$ cat src/asr_pkg.sv
// asr_pkg: constants for the serial result port of the 18-bit converter.
// assumes 32-bit apb words, 125 mhz pclk, word-aligned register offsets.
package asr_pkg;

   // =========================================================
   // widths
   localparam int RES_W    = 18;  // conversion result width
   localparam int FIFO_D   = 16;  // result fifo depth
   localparam int CNT_W    = 5;   // bit counter width

   // =========================================================
   // register offsets (byte addresses)
   localparam logic [7:0] OFF_CTRL   = 8'h00;
   localparam logic [7:0] OFF_DIV    = 8'h04;
   localparam logic [7:0] OFF_CONV   = 8'h08;
   localparam logic [7:0] OFF_STATUS = 8'h0C;
   localparam logic [7:0] OFF_RESULT = 8'h10;

   // =========================================================
   // ctrl fields
   localparam int CTRL_MODE_LO = 0;  // mode, two bits
   localparam int CTRL_CSRC    = 2;  // clock_source_select, 1 = slave
   localparam int CTRL_CODE    = 3;  // coding_select, 1 = straight binary
   localparam logic [3:0] CTRL_RESET = 4'h3;  // serial, master, 2s comp

   // div fields: quarter bit period in pclk cycles
   localparam int DIV_RDC_LO  = 8;   // read-during-convert quarter period
   localparam logic [15:0] DIV_RESET = 16'h0402;

   // conv and status fields
   localparam int CONV_START  = 0;
   localparam int ST_BUSY     = 0;
   localparam int ST_FRAME    = 1;
   localparam int ST_LVL_LO   = 8;   // fifo level, five bits

   // =========================================================
   // interface modes
   localparam logic [1:0] MODE_SERIAL = 2'h3;

   // =========================================================
   // frame engine states
   typedef enum logic [1:0] {
      ST_IDLE   = 2'b00,
      ST_MASTER = 2'b01,
      ST_SLAVE  = 2'b10
   } asr_state_t;

   // read-during-convert frames run with quarter bit periods of at least this time
   localparam int  RDC_MIN_NS   = 16;
   localparam int  CLK_NS       = 8;
   localparam logic [7:0] RDC_MIN_Q =
      8'((RDC_MIN_NS + CLK_NS - 1) / CLK_NS);

endpackage

$ cat src/asr_port.sv
// asr_port: apb-controlled serial result port with result fifo.
// assumes results arrive in straight binary on the pclk domain; the
// link pins (sclk, chip select, read, shared data pins) are asynchronous.
//
// Our own choices: the address map and the APB register port.
`timescale 1ns/1ps

// =========================================================
// result fifo
module asr_fifo #(
   parameter int WIDTH = 18,
   parameter int DEPTH = 16
) (
   // clock and reset
   input  wire logic             pclk,
   input  wire logic             presetn,
   input  wire logic             ce,
   // fill side
   input  wire logic             in_valid,
   output logic                  in_ready,
   input  wire logic [WIDTH-1:0] in_data,
   // drain side
   output logic                  out_valid,
   input  wire logic             out_ready,
   output logic [WIDTH-1:0]      out_data,
   output logic [$clog2(DEPTH):0] level
);
   localparam int AW = $clog2(DEPTH);
   logic [WIDTH-1:0] mem [DEPTH];
   logic [AW-1:0]    wr_reg;
   logic [AW-1:0]    rd_reg;
   logic [AW:0]      cnt_reg;
   wire              push = in_valid && in_ready && ce;
   wire              pop  = out_valid && out_ready && ce;

   // flags follow the count, so full and empty are exact
   assign in_ready  = (cnt_reg != (AW+1)'(DEPTH));
   assign out_valid = (cnt_reg != '0);
   assign out_data  = mem[rd_reg];
   assign level     = cnt_reg;

   // storage has no reset, pointers do
   always_ff @(posedge pclk) begin
      if (push) begin
         mem[wr_reg] <= in_data;
      end
   end

   // pointers and count
   always_ff @(posedge pclk or negedge presetn) begin
      if (!presetn) begin
         wr_reg  <= '0;
         rd_reg  <= '0;
         cnt_reg <= '0;
      end else begin
         if (push) wr_reg <= wr_reg + 1'b1;
         if (pop)  rd_reg <= rd_reg + 1'b1;
         cnt_reg <= cnt_reg + (AW+1)'(push) - (AW+1)'(pop);
      end
   end
endmodule // asr_fifo

// =========================================================
// top: apb slave, conversion tracking, serial frame engine
module asr_port (
   // clock, reset, enable
   input  wire logic                      pclk,
   input  wire logic                      presetn,
   input  wire logic                      ce,
   // apb slave
   input  wire logic                      psel,
   input  wire logic                      penable,
   input  wire logic                      pwrite,
   input  wire logic [7:0]                paddr,
   input  wire logic [31:0]               pwdata,
   output logic [31:0]                    prdata,
   output logic                           pready,
   output logic                           pslverr,
   // result stream from the converter core
   input  wire logic                      res_valid,
   input  wire logic [asr_pkg::RES_W-1:0] res_data,
   output logic                           res_ready,
   // conversion in progress
   output logic                           busy,
   // shared data pins, enables low while driving
   input  wire logic                      parallel_bit_seven_in,
   output logic                           parallel_bit_seven_out,
   output logic                           parallel_bit_seven_oe_n,
   input  wire logic                      parallel_bit_eight_in,
   output logic                           parallel_bit_eight_out,
   output logic                           parallel_bit_eight_oe_n,
   input  wire logic                      parallel_bit_nine_in,
   output logic                           parallel_bit_nine_out,
   output logic                           parallel_bit_nine_oe_n,
   output logic                           parallel_bit_ten,
   // serial link
   input  wire logic                      sclk_in,
   output logic                           sclk_out,
   output logic                           sclk_oe_n,
   input  wire logic                      cs_n,
   input  wire logic                      rd_n,
   output logic                           frame_sync
);
   import asr_pkg::*;

   // =========================================================
   // registers
   logic [3:0]         ctrl_reg;
   logic [15:0]        div_reg;
   logic [RES_W-1:0]   result_reg;
   logic               busy_reg;
   logic [31:0]        prdata_reg;
   logic               pslverr_reg;
   asr_state_t         state_reg;
   logic [RES_W-1:0]   shift_reg;
   logic [CNT_W-1:0]   bit_reg;
   logic [1:0]         qph_reg;
   logic [7:0]         qcnt_reg;
   logic               new_reg;     // latched result not yet sent
   logic               sclk_reg;
   logic               sync_reg;
   logic [3:0]         pin_out_reg;  // bits seven..ten or serial out
   logic               pin_oe_n_reg;
   logic               sclk_oe_n_reg;
   logic               start_m;
   logic [2:0]         sclk_s;      // [0] sync stage 1 only
   logic [1:0]         cs_s;
   logic [1:0]         rd_s;
   logic [1:0]         psel_s;      // strobe polarity pin
   logic [1:0]         inv_s;       // clock invert pin
   logic [1:0]         rdc_s;       // read during convert / chain pin

   // =========================================================
   // pin synchronisers, stage one feeds stage two only
   always_ff @(posedge pclk or negedge presetn) begin
      if (!presetn) begin
         sclk_s <= '0;
         cs_s   <= 2'h3;
         rd_s   <= 2'h3;
         psel_s <= '0;
         inv_s  <= '0;
         rdc_s  <= '0;
      end else if (ce) begin
         sclk_s <= {sclk_s[1:0], sclk_in};
         cs_s   <= {cs_s[0], cs_n};
         rd_s   <= {rd_s[0], rd_n};
         psel_s <= {psel_s[0], parallel_bit_seven_in};
         inv_s  <= {inv_s[0], parallel_bit_eight_in};
         rdc_s  <= {rdc_s[0], parallel_bit_nine_in};
      end
   end

   // =========================================================
   // mode decode
   wire        serial_mode = (ctrl_reg[CTRL_MODE_LO +: 2] == MODE_SERIAL);
   wire        slave_mode  = serial_mode && ctrl_reg[CTRL_CSRC];
   wire        master_mode = serial_mode && !ctrl_reg[CTRL_CSRC];
   wire        sync_pol    = psel_s[1];
   wire        clk_inv     = inv_s[1];
   wire        rdc_sel     = rdc_s[1];
   wire        chain_in    = rdc_s[1];  // same pin in slave mode
   wire        sclk_rise   = sclk_s[1] && !sclk_s[2];
   wire        sclk_fall   = !sclk_s[1] && sclk_s[2];
   wire        upd_edge    = clk_inv ? sclk_fall : sclk_rise;
   wire        rd_active   = !cs_s[1] && !rd_s[1];

   // =========================================================
   // apb decode
   wire        apb_acc   = psel && penable && ce;
   wire        apb_wr    = apb_acc && pwrite;
   wire        hit_ctrl  = (paddr == OFF_CTRL);
   wire        hit_div   = (paddr == OFF_DIV);
   wire        hit_conv  = (paddr == OFF_CONV);
   wire        hit_stat  = (paddr == OFF_STATUS);
   wire        hit_res   = (paddr == OFF_RESULT);
   wire        hit_any   = hit_ctrl | hit_div | hit_conv | hit_stat | hit_res;
   wire        conv_go   = apb_wr && hit_conv && pwdata[CONV_START];

   // =========================================================
   // fifo in the result path; it drains only into a latch
   logic                   f_valid;
   logic [RES_W-1:0]       f_data;
   logic [$clog2(FIFO_D):0] f_level;
   wire                    latch_go = busy_reg && f_valid;

   asr_fifo #(
      .WIDTH (RES_W),
      .DEPTH (FIFO_D)
   ) u_fifo (
      .pclk      (pclk),
      .presetn   (presetn),
      .ce        (ce),
      .in_valid  (res_valid),
      .in_ready  (res_ready),
      .in_data   (res_data),
      .out_valid (f_valid),
      .out_ready (busy_reg),
      .out_data  (f_data),
      .level     (f_level)
   );

   // output coding: msb flip gives two's complement
   wire [RES_W-1:0] coded = ctrl_reg[CTRL_CODE] ? result_reg :
      {~result_reg[RES_W-1], result_reg[RES_W-2:0]};

   // read data mux
   wire [31:0] stat_word = {19'h0, 5'(f_level), 6'h0,
                            (state_reg != ST_IDLE), busy_reg};
   wire [31:0] rd_mux = hit_ctrl ? {28'h0, ctrl_reg} :
                        hit_div  ? {16'h0, div_reg}  :
                        hit_stat ? stat_word         :
                        hit_res  ? {14'h0, result_reg} : 32'h0;

   // =========================================================
   // apb registers; zero wait states
   always_ff @(posedge pclk or negedge presetn) begin
      if (!presetn) begin
         ctrl_reg    <= CTRL_RESET;
         div_reg     <= DIV_RESET;
         prdata_reg  <= '0;
         pslverr_reg <= 1'b0;
      end else if (ce) begin
         if (apb_wr && hit_ctrl) ctrl_reg <= pwdata[3:0];
         if (apb_wr && hit_div)  div_reg  <= pwdata[15:0];
         if (psel && !penable) prdata_reg <= rd_mux;
         if (psel && !penable) pslverr_reg <= !hit_any;
      end
   end

   // =========================================================
   // conversion tracking: busy until the result is latched
   always_ff @(posedge pclk or negedge presetn) begin
      if (!presetn) begin
         busy_reg   <= 1'b0;
         result_reg <= '0;
         new_reg    <= 1'b0;
      end else if (ce) begin
         if (latch_go) begin
            busy_reg   <= 1'b0;
            result_reg <= f_data;
            new_reg    <= 1'b1;
         end else if (conv_go) begin
            busy_reg <= 1'b1;
         end
         // a master frame start consumes the pending result; a latch wins
         if (!latch_go && start_m) new_reg <= 1'b0;
      end
   end

   // =========================================================
   // frame start conditions; host keeps the selects steady per frame
   wire [7:0] q_len   = rdc_sel ? ((div_reg[DIV_RDC_LO +: 8] < RDC_MIN_Q) ?
                        RDC_MIN_Q : div_reg[DIV_RDC_LO +: 8]) :
                        ((div_reg[7:0] == 8'h0) ? 8'h1 : div_reg[7:0]);
   wire start_rdc = rdc_sel && conv_go && !busy_reg;
   wire start_rac = !rdc_sel && new_reg && !busy_reg;
   assign start_m = (state_reg == ST_IDLE) && master_mode &&
                    (start_rdc || start_rac);
   wire start_s   = (state_reg == ST_IDLE) && slave_mode && rd_active;
   wire q_done    = (qcnt_reg == q_len - 8'h1);
   wire last_bit  = (bit_reg == CNT_W'(RES_W - 1));

   // =========================================================
   // frame engine
   always_ff @(posedge pclk or negedge presetn) begin
      if (!presetn) begin
         state_reg <= ST_IDLE;
         shift_reg <= '0;
         bit_reg   <= '0;
         qph_reg   <= '0;
         qcnt_reg  <= '0;
      end else if (ce) begin
         case (state_reg)
            ST_IDLE: begin
               qph_reg  <= '0;
               qcnt_reg <= '0;
               bit_reg  <= '0;
               if (start_m || start_s) begin
                  shift_reg <= coded;
                  state_reg <= start_m ? ST_MASTER : ST_SLAVE;
               end
            end
            // four quarters per bit: data moves only at the bit boundary
            ST_MASTER: begin
               qcnt_reg <= q_done ? 8'h0 : qcnt_reg + 8'h1;
               if (q_done) begin
                  qph_reg <= qph_reg + 2'h1;
                  if (qph_reg == 2'h3) begin
                     shift_reg <= {shift_reg[RES_W-2:0], 1'b0};
                     bit_reg   <= bit_reg + 1'b1;
                     if (last_bit) state_reg <= ST_IDLE;
                  end
               end
            end
            // slave: shift on the update edge, chain bit enters the lsb
            ST_SLAVE: begin
               if (!rd_active) begin
                  state_reg <= ST_IDLE;
               end else if (upd_edge) begin
                  shift_reg <= {shift_reg[RES_W-2:0], chain_in};
               end
            end
            default: begin
               state_reg <= ST_IDLE;
            end
         endcase
      end
   end

   // =========================================================
   // registered pin drivers
   wire in_master = (state_reg == ST_MASTER);
   // clock pulses in quarters 1..2, so the pulse is centred mid-bit, each edge a quarter bit from the data change
   wire sclk_lvl  = in_master && (qph_reg == 2'h1 || qph_reg == 2'h2);
   wire [3:0] par_bits = result_reg[10:7];
   wire ser_bit   = (state_reg == ST_IDLE) ? 1'b0 : shift_reg[RES_W-1];

   always_ff @(posedge pclk or negedge presetn) begin
      if (!presetn) begin
         sclk_reg     <= 1'b0;
         sclk_oe_n_reg <= 1'b0;
         sync_reg     <= 1'b0;
         pin_out_reg  <= '0;
         pin_oe_n_reg <= 1'b1;
      end else if (ce) begin
         sclk_reg <= sclk_lvl ^ clk_inv;
         sclk_oe_n_reg <= !master_mode;  // clock pin driven only as master
         // strobe active for exactly the master frame's data window
         sync_reg <= in_master ^ sync_pol;
         if (serial_mode) begin
            pin_out_reg  <= {ser_bit, 3'h0};
            pin_oe_n_reg <= 1'b1;
         end else begin
            pin_out_reg  <= par_bits;
            pin_oe_n_reg <= 1'b0;
         end
      end
   end

   // =========================================================
   // outputs, all from flip-flops except pready, tied high, and res_ready, decoded from the fifo count
   assign prdata                  = prdata_reg;
   assign pready                  = 1'b1;
   assign pslverr                 = pslverr_reg;
   assign busy                    = busy_reg;
   assign parallel_bit_seven_out  = pin_out_reg[0];
   assign parallel_bit_eight_out  = pin_out_reg[1];
   assign parallel_bit_nine_out   = pin_out_reg[2];
   assign parallel_bit_ten        = pin_out_reg[3];
   assign parallel_bit_seven_oe_n = pin_oe_n_reg;
   assign parallel_bit_eight_oe_n = pin_oe_n_reg;
   assign parallel_bit_nine_oe_n  = pin_oe_n_reg;
   assign sclk_out                = sclk_reg;
   assign sclk_oe_n               = sclk_oe_n_reg;
   assign frame_sync              = sync_reg;
endmodule // asr_port

$ cat config.mk
export PLATFORM = sky130hd
export DESIGN_NAME = asr_port
export DESIGN_NICKNAME = d
export VERILOG_FILES = /design/src/asr_pkg.sv /design/src/asr_port.sv
export SDC_FILE = /design/constraint.sdc
export NUM_CORES = 1
export LEC_CHECK = 0
export ABC_AREA = 1
export BUFFER_PORTS_ARGS = -buffer_cell sky130_fd_sc_hd__buf_2
export CAP_MARGIN = 20
export CORE_UTILIZATION = 60
export DETAILED_ROUTE_END_ITERATION = 16
export PLACE_DENSITY = 0.81
export SETUP_SLACK_MARGIN = 0.02
export SLEW_MARGIN = 20
export SYNTH_ARGS = -nofsm -noshare
export SYNTH_HDL_FRONTEND = slang
export SYNTH_SLANG_ARGS = --single-unit
$ cat constraint.sdc
create_clock -name pclk -period 3 [get_ports pclk]
set_input_delay 0.6 -clock pclk [delete_from_list [all_inputs] [get_ports pclk]]
set_output_delay 0.6 -clock pclk [all_outputs]
set_load 0.05 [all_outputs]
## Yosys cells after proc, flatten, opt, wreduce, memory -nomap -nowiden

Memory sizes are Yosys's and may differ from the RTL's. A register that Yosys moved wholly into a read port is not among the register bits.
Index checks and enable logic that the tools add are counted.

- $add $sub $neg: 8
- $lt $le $gt $ge: 1
- Eq/ne operators: 20
- Mux-type cells: 38
- Bitwise logic cells: 7
- Reduce and logical (&&, ||, !) cells: 62

Operator list:

| operator | count |
|---|---|
| 18-bit two-way mux | 10 |
| 18-bit case mux with 3 select lines | 1 |
| 8-bit two-way mux | 4 |
| 1-bit logical AND | 27 |
| 8-bit by 4-bit equality test with 1-bit output, second input constant | 2 |
| 8-bit logical NOT | 2 |
| 8-bit case mux with 2 select lines | 1 |
| 2-bit two-way mux | 7 |
| 2-bit AND reduction | 7 |
| 1-bit logical NOT | 12 |
| 2-bit != test, second input constant | 6 |
| 5-bit two-way mux | 2 |
| 5-bit case mux with 2 select lines | 1 |
| 1-bit two-way mux | 9 |
| 4-bit by 1-bit adder with 4-bit output, second input constant | 2 |
| 8-bit by 1-bit adder with 8-bit output, second input constant | 1 |
| 2-bit equality test, second input constant | 4 |
| 8-bit by 3-bit equality test with 1-bit output, second input constant | 1 |
| 8-bit by 5-bit equality test with 1-bit output, second input constant | 1 |
| 8-bit equality test | 1 |
| 8-bit by 2-bit less-than comparator with 1-bit output, second input constant | 1 |
| 2-bit nonzero test | 4 |
| 8-bit by 1-bit subtractor with 8-bit output, second input constant | 1 |
| 7-bit AND reduction | 1 |
| 21 further kinds | 28 |

- Register bits: 124
- Bits in writable memories: 288
- Input bits: 71
- Output and inout bits: 46
- Logic and storage cells: 162
- Memories: 1

Memories:

| memory | words | width | read ports | clocked after memory_dff | write ports | line | RTL |
|---|---|---|---|---|---|---|---|
| u_fifo.mem | 16 | 18 | 1 | 1 | 1 | asr_port.sv:29 | `logic [WIDTH-1:0] mem [DEPTH];` |

## Logic depth before layout (Yosys ltp)

Gate-level depths: netlist of run 1.

- Depth in word-level cells: 12
- Gate-level depth with buffers: 22
- Mapped depth without buffers: 21

## Cells and area by module

Synthesis of run 1 repeated with hierarchy kept, for this count alone.

- Cells, all modules: 1998
- Area, all modules: 19182.1 µm²

Modules (own cells, without submodules):

| module | times used | cells each | area an instance (µm²) | sequential area each (µm²) |
|---|---|---|---|---|
| asr_fifo | 1 | 1259 | 13221.4 | 8973.6 |
| asr_port | 1 | 739 | 5960.7 | 2889.0 |

## Worst setup path before layout of run 1

No wires, ideal clock.

- Path kind: register to register
- From: register u_fifo.cnt_reg[2], in the netlist u_fifo.level[2]
- To: memory u_fifo.mem[11][0] (enable)
- Library setup time: 416 ps
- Arrival: 2593 ps
- Data required time: 2584 ps
- Setup slack: -9 ps
- Stages on the path, launching flop included: 6
- Path through: dfrtp_1 inv_1 ha_1 nand4_1 nand3_1 nor3_1

- Cells in the longest elaborated chain, start to end: 5

Ends and longest elaborated chain:

| element | line | RTL |
|---|---|---|
| from (decl) | asr_port.sv:32 | `logic [AW:0] cnt_reg;` |
| from (signal assigned) | asr_port.sv:58 | `cnt_reg <= cnt_reg + (AW+1)'(push) - (AW+1)'(pop);` |
| 5-bit != test | asr_port.sv:37 | `assign in_ready = (cnt_reg != (AW+1)'(DEPTH));` |
| via res_ready | asr_port.sv:82 | `output logic res_ready,` |
| 1-bit logical AND (2 in series) | asr_port.sv:33 | `wire push = in_valid && in_ready && ce;` |
| 1-bit two-way mux | asr_port.sv:44 | `if (push) begin` |
| 1-bit two-way mux (implied by the code) | asr_port.sv:45 | `mem[wr_reg] <= in_data;` |
| to (decl) | asr_port.sv:29 |  |

The timed path passes the listed nets, and every way through them passes these cells.

## Worst setup path in the final report of run 1

- From: register div_reg[12]
- To: register state_reg[1]

- Cells in the longest elaborated chain, start to end: 7

Ends and longest elaborated chain:

| element | line | RTL |
|---|---|---|
| from (decl) | asr_port.sv:109 | `logic [15:0] div_reg;` |
| from (signal assigned) | asr_port.sv:224 | `if (apb_wr && hit_div) div_reg <= pwdata[15:0];` |
| 8-bit by 2-bit less-than comparator with 1-bit output | asr_port.sv:252 | `wire [7:0] q_len = rdc_sel ? ((div_reg[DIV_RDC_LO +: 8] < RDC_MIN_Q) ?` |
| 8-bit two-way mux (*) (2 in series) | asr_port.sv:252 |  |
| 8-bit by 1-bit subtractor with 8-bit output (*) | asr_port.sv:260 | `wire q_done = (qcnt_reg == q_len - 8'h1);` |
| 8-bit equality test (*) | asr_port.sv:260 |  |
| 2-bit != test (no line) (*) | -- |  |
| 6-bit AND reduction (no line) (*) | -- |  |
| to (signal assigned) | asr_port.sv:280 | `state_reg <= start_m ? ST_MASTER : ST_SLAVE;` |
| to (decl) | asr_port.sv:114 | `asr_state_t state_reg;` |

Mark *: on every way between the ends. The rest lies on a longest branch, timed or not.
A chain may end at the register's enable or synchronous reset.

==> metrics.csv, run 1 <==
metric;value;unit
Top Ports;117;
power consumption;17.55;mW
Finish-stage setup viols;0;
pwr/cell area;863.6;nW/um2
DRT antenna net count;0;
Critical Path RT;3.44;ns
Vias;12980;
Tmin final;2.766;ns
vias in the first global route;12580;
worst hold path type;primary input to async pin;
sequential-to-total area share from yosys stat;0.6666;
cell count of the worst reg-to-reg path;20;
Max VDD drop;0.0007259;V
Core ar.;28940;um2
MaxCap Viol Count;0;
Root Buffer;clkbuf_16;
Util after Layout;0.7022;
Slew Limit Headroom;0.4830;
Congestion Overflow GR;0;
critical path capture point type;flip-flop;
final worst slack;0.2342;ns
startpoint types;flip-flop;
clock-pin slew on the worst setup and hold paths;0.06;ns
Die H;174.2;um
top cell type's share of synthesized area;0.4860;
crit share post-route;0.9219;
P&R area growth vs syn;14.18;%
GP Congestion;0.9512;
outcome;completed;
clk_lat worst skew;0.56;ns
CP Class;flip-flop to flip-flop;
GR Util All Layers;0.2970;
largest net degree at the start of global routing;147;
Synth Instances;1583;
RSZ-0062 raised after global routing;no;
Slew @ Worst Pin;0.7736;ns
layout cells sized above 1;0.1555;
warnings from Yosys;0;
syn avg cell area;11.24;um2
dominant cells by area after synthesis;edfxtp_1, dfrtp_1, o21ai_0;
flops & latches, synth;416;
remaining routing DRC violations;0;
EDFF count, synth;288;
max FFs per register;288;
Die W;174.2;um
first-pass GRT wire length;69030;um
Hold Buf Count CTS;0;
dpl hpwl;26260;um
commonest cells after routing, fill and taps aside;edfxtp_1, nor2_1, nand2_1, o21ai_0, dfrtp_1;
Largest Register;u_fifo.mem;
DP Area;18770;um2
Max FO, Critical Path;8;
drt via density;6.192;
Max Clk Rate;361.6;MHz
leading area contributor after synthesis;edfxtp_1;
Starting Density;0.6150;
Avg WL per Cell;21.36;um
Max Buffers Root-to-Sink;3;
Fillers;1925;
total wire length;44770;um
leak pwr;7.849;nW
DRT iter0 DRCs;1520;
most common cell after layout, fill and taps aside;edfxtp_1;
row count;62;
Setup TNS;0;ns
Arr. time, crit path;3.21;ns
TritonCTS Buffers;42;
Slew Viols, Final;0;
post-synthesis async set-or-reset flop share;0.3077;
TritonRoute pass-1 iters;6;
final net count;1768;
clock tree sinks;416;
Port Buffers;85;
Place WS;-0.001896;ns
post-route cell area;20320;um2
CTS tree;built;
Most used DFF post-synth;edfxtp_1;
final setup skew;0.02185;ns
initial antenna violation count;2;
mapped cell area;17790;um2
DIE AREA;30350;um2
htree depth;2;
Distinct cells, synth;45;
Final Hold Vio Count;0;
==> metal layers <==
metal | global-route usage | vias up | part of all wire
li1 | - | 5822 | -
met1 | 0.3817 | 6260 | 0.38
met2 | 0.4962 | 756 | 0.49
met3 | 0.04243 | 141 | 0.090
met4 | 0.1488 | 0 | 0.044
met5 | 0 | - | 0
==> synthesized netlist by cell type, types with 9 or more instances <==
library cell	n
dfstp_2	9
o21ai_0	190
a31oi_1	21
xor2_1	21
o22ai_1	52
o221ai_1	46
buf_4	20
nand2_1	193
clkbuf_1	77
nand4_1	36
o211ai_1	28
nand3_1	39
a21oi_1	35
inv_1	101
ha_1	19
o21ai_1	9
nor2_1	215
dfrtp_1	119
edfxtp_1	288
==> area by class of cell <==
cell class              count  area (um2)  share of cell area
multi-input cells         966        5186              0.2553
flip-flops and latches    416       11870              0.5842
diodes                      1       2.502           0.0001232
clock inverters            21       279.0             0.01373
well taps                 384       480.5             0.02365
repair buffers            141       927.1             0.04563
inverters                 110       414.1             0.02038
clock buffers              57        1159             0.05703
==> what timing repair did <==
action                     4_1_cts  5_1_grt
pin swaps                        1        2
gates resized for setup          1       14
gates cloned                     0        2
buffers inserted                 0        3
setup endpoints to repair       13       33
==> final timing paths <==
check / endpoint / from / slack, ns
max: state_reg[1] / div_reg[12] / 0.23
max reg2reg: state_reg[1] / div_reg[12] / 0.23
min reg2reg: cs_s[1] / cs_s[0] / 0.46
min in group pclk: rd_s[0] / rd_n / 0.25
min: sclk_s[0] / presetn / 0.08
max in group asynchronous: div_reg[12] / presetn / 2.14
==> power by group <==
part / switching, mW / internal (mW) / total (mW)
logic: 3.47 / 1.54 / 5.01
registers: 0.434 / 6.74 / 7.17
clock network: 2.19 / 3.17 / 5.36
total: 6.09 / 11.5 / 17.5
==> worst max-delay path, stage by stage, from the launching register on <==
cell and delay [ns]:
dfrtp_2 0.44, nor2_1 0.12, nand2_1 0.11, o21ai_0 0.16, nand2_1 0.08, nand2_2 0.11, ha_2 0.23, nand3_4 0.11
nor2_4 0.12, nand3_1 0.08, nand2_1 0.08, nand3_1 0.08, nor2_1 0.10, nand2_1 0.06, nor2_2 0.16, nand2_4 0.10
nand2_8 0.15, buf_6 0.16, nand3_1 0.09, nand2_1 0.08, nand2_1 0.05
==> cell families (layout without fill, tap and decap cells) <==
kind of cell    count (synthesis)  in the layout  synth area share
buf+inv                       216            329           0.05168
xor+xnor                       25             25           0.01230
compound gates                387            387            0.1287
flops                         416            416            0.6666
simple gates                  511            513            0.1220
fa+ha+maj                      20             20           0.01448
other cells                     2             16         0.0004220
mux                             6              6          0.003797
==> through the flow <==
| step | instances | hold slack (ns) |
|---|---|---|
| after floorplan | 1596 | 0.3044 |
| after global placement | 2012 | 0.4529 |
| after detailed placement | 2012 | 0.4539 |
| after CTS | 2090 | 0.09115 |
| after global routing | 2096 | 0.1136 |
| final | 2096 | 0.07790 |
Power figures use the tool's default switching activity.
==> run 2: changes to the inputs <==
Settings changed: CORE_UTILIZATION 60 to 55, PLACE_DENSITY 0.81 to 0.78.
Clock period 3 ns to 2.4 ns, I/O delays scaled along.
==> run 2 against run 1 <==
  * The run now ends with negative setup slack left
  * Non-clock buffer count rose by 41
  * Worst setup slack worse by 0.44 ns
  * Register-to-register slack lost 0.44 ns
  * Die area rose by 9.0%
  * First-iteration DRC count is 14% lower
  * Clock power increased by 25%
  * Clock skew grew 0.0061 ns
  * Clock-buffer cell count down 2
  * Sequential power rose by 25%
  * Utilization fell by 3.8 points
  * Largest cell class unchanged
==> metrics.csv, run 2 (same netlist as run 1, synthesis figures left out) <==
metric;value;unit
outcome;finished, violations left;
violated checks;negative setup slack;
crit share post-route;1.085;
Max VDD drop;0.001142;V
most common cell after layout, fill and taps aside;edfxtp_1;
Max FO, Critical Path;6;
cell count of the worst reg-to-reg path;19;
final net count;1810;
Util after Layout;0.6640;
drt via density;6.061;
Hold Slack;0.1283;ns
MaxCap Viol Count;0;
dpl hpwl;26700;um
leak pwr;8.114;nW
Starting Density;0.5610;
Max Clk Rate;383.9;MHz
Slew Limit Headroom;0.5595;
vias in the first global route;12820;
Setup crit start;div_reg[12];
Top Ports;117;
n_diodes;0;
Arr. time, crit path;3.04;ns
GP Congestion;0.9188;
RSZ-0062 raised after global routing;yes;
Final Hold Vio Count;0;
R2R Path Start;div_reg[12];
setup slack, reg-to-reg;-0.20;ns
post-route cell area;21060;um2
hold endpoint;inv_s[0];
Vias;13060;
Finish-stage setup viols;34;
P&R area growth vs syn;18.35;%
remaining routing DRC violations;0;
Port Buffers;85;
final worst slack;-0.2046;ns
Die W;181.9;um
max FFs per register;288;
first-pass GRT wire length;70100;um
DRT antenna net count;0;
GR Util All Layers;0.2778;
Congestion Overflow GR;0;
Largest Register;u_fifo.mem;
clock-pin slew on the worst setup and hold paths;0.06;ns
DP Area;19270;um2
Slew @ Worst Pin;0.6608;ns
Slew Viols, Final;0;
clk_lat worst skew;0.57;ns
DIE AREA;33080;um2
HP Start;parallel_bit_eight_in;
Avg WL per Cell;21.21;um
power consumption;22.24;mW
CTS tree;built;
final cell count without fillers;2155;
startpoint types;flip-flop;
Core ar.;31720;um2
clock tree sinks;416;
critical path capture point type;flip-flop;
Root Buffer;clkbuf_16;
pwr/cell area;1056;nW/um2
R2R Path End;shift_reg[11];
row count;65;
Die H;181.9;um
total wire length;45700;um
Max Buffers Root-to-Sink;3;
Cells after DPL;2055;
commonest cells after routing, fill and taps aside;edfxtp_1, nor2_1, o21ai_0, nand2_1, dfrtp_1;
Tmin final;2.605;ns
worst hold path type;primary input to flip-flop;
TritonRoute pass-1 iters;5;
TritonCTS Buffers;42;
final setup skew;0.02794;ns
layout cells sized above 1;0.1945;
worst hold path depth;3;
CP Class;flip-flop to flip-flop;
largest net degree at the start of global routing;85;
htree depth;2;
Critical Path RT;2.84;ns
initial antenna violation count;1;
DRT iter0 DRCs;1300;
run 2: cell count changes in the layout (fill, tap and decap cells not counted), moves of 13 or more:
| cell | previous run | this run |
|---|---|---|
| nand2_1 | 192 | 179 |
| nor2_2 | 16 | 3 |
| buf_4 | 50 | 72 |
| nor2_4 | 2 | 16 |
| nand2_2 | 5 | 18 |
| buf_12 | 6 | 21 |
run 2: layer usage:
| layer | GRT usage | up-vias | part of all wire |
|---|---|---|---|
| met3 | 0.03951 | 132 | 0.092 |
| met2 | 0.4511 | 728 | 0.48 |
| met1 | 0.3653 | 6291 | 0.38 |
| li1 | - | 5909 | - |
| met5 | 0 | - | 0.00028 |
| met4 | 0.1489 | 2 | 0.044 |
run 2: layout make-up:
cell class              instances  area (um2)
multi-input cells             967        5403
clock inverters                23       269.0
inverters                     110       419.2
clock buffers                  55        1161
flip-flops and latches        416       11870
fillers                      2239       10660
repair buffers                182        1436
well taps                     402       503.0
run 2: how the worst max path moves through the flow:
stage | depth (start not counted) | slack, ns | to
finish | 19 | -0.20 | shift_reg[11]
global route | 20 | -0.39 | shift_reg[11]
CTS | 20 | -0.16 | shift_reg[11]
detailed placement | 19 | -0.32 | shift_reg[11]
global placement | 20 | -0.24 | shift_reg[13]
floorplan | 5 | -0.02 | u_fifo.mem[11][0]
run 2: power breakdown:
group | internal [mW] | switching [mW]
clock network | 3.88 | 2.81
logic | 2.12 | 4.43
registers | 8.42 | 0.568
run 2: what timing repair did:
item / 4_1_cts / 5_1_grt
hold endpoints to repair: 42 / 0
setup endpoints to repair: 34 / 38
pin swaps: 9 / 8
gates resized for setup: 25 / 20
cloned: 3 / 0
setup buffers: 12 / 6
hold buffers: 1 / 0
run 2: critical path, cell delays in order, from the launching register on:
cell	delay, ns
dfrtp_1	0.39
nor2_2	0.14
nand2_2	0.10
o21ai_2	0.16
nand2_2	0.10
ha_4	0.18
nand3b_1	0.18
nand3_1	0.08
nand2_1	0.06
nor2_1	0.10
nand3_1	0.09
nor2_1	0.11
nand2_1	0.07
nor2_2	0.10
nand2_2	0.10
nand2_8	0.10
buf_12	0.14
nand3_4	0.12
nand2_1	0.10
nand2_1	0.05
run 2: per-stage QoR:
step	setup WS, ns	TNS, ns
2_1_floorplan	-0.01513	-0.5446
3_3_place_gp	-0.2436	-6.159
3_5_place_dp	-0.3168	-8.538
4_1_cts	-0.1577	-4.128
5_1_grt	-0.3916	-11.68
6_report	-0.2046	-5.601
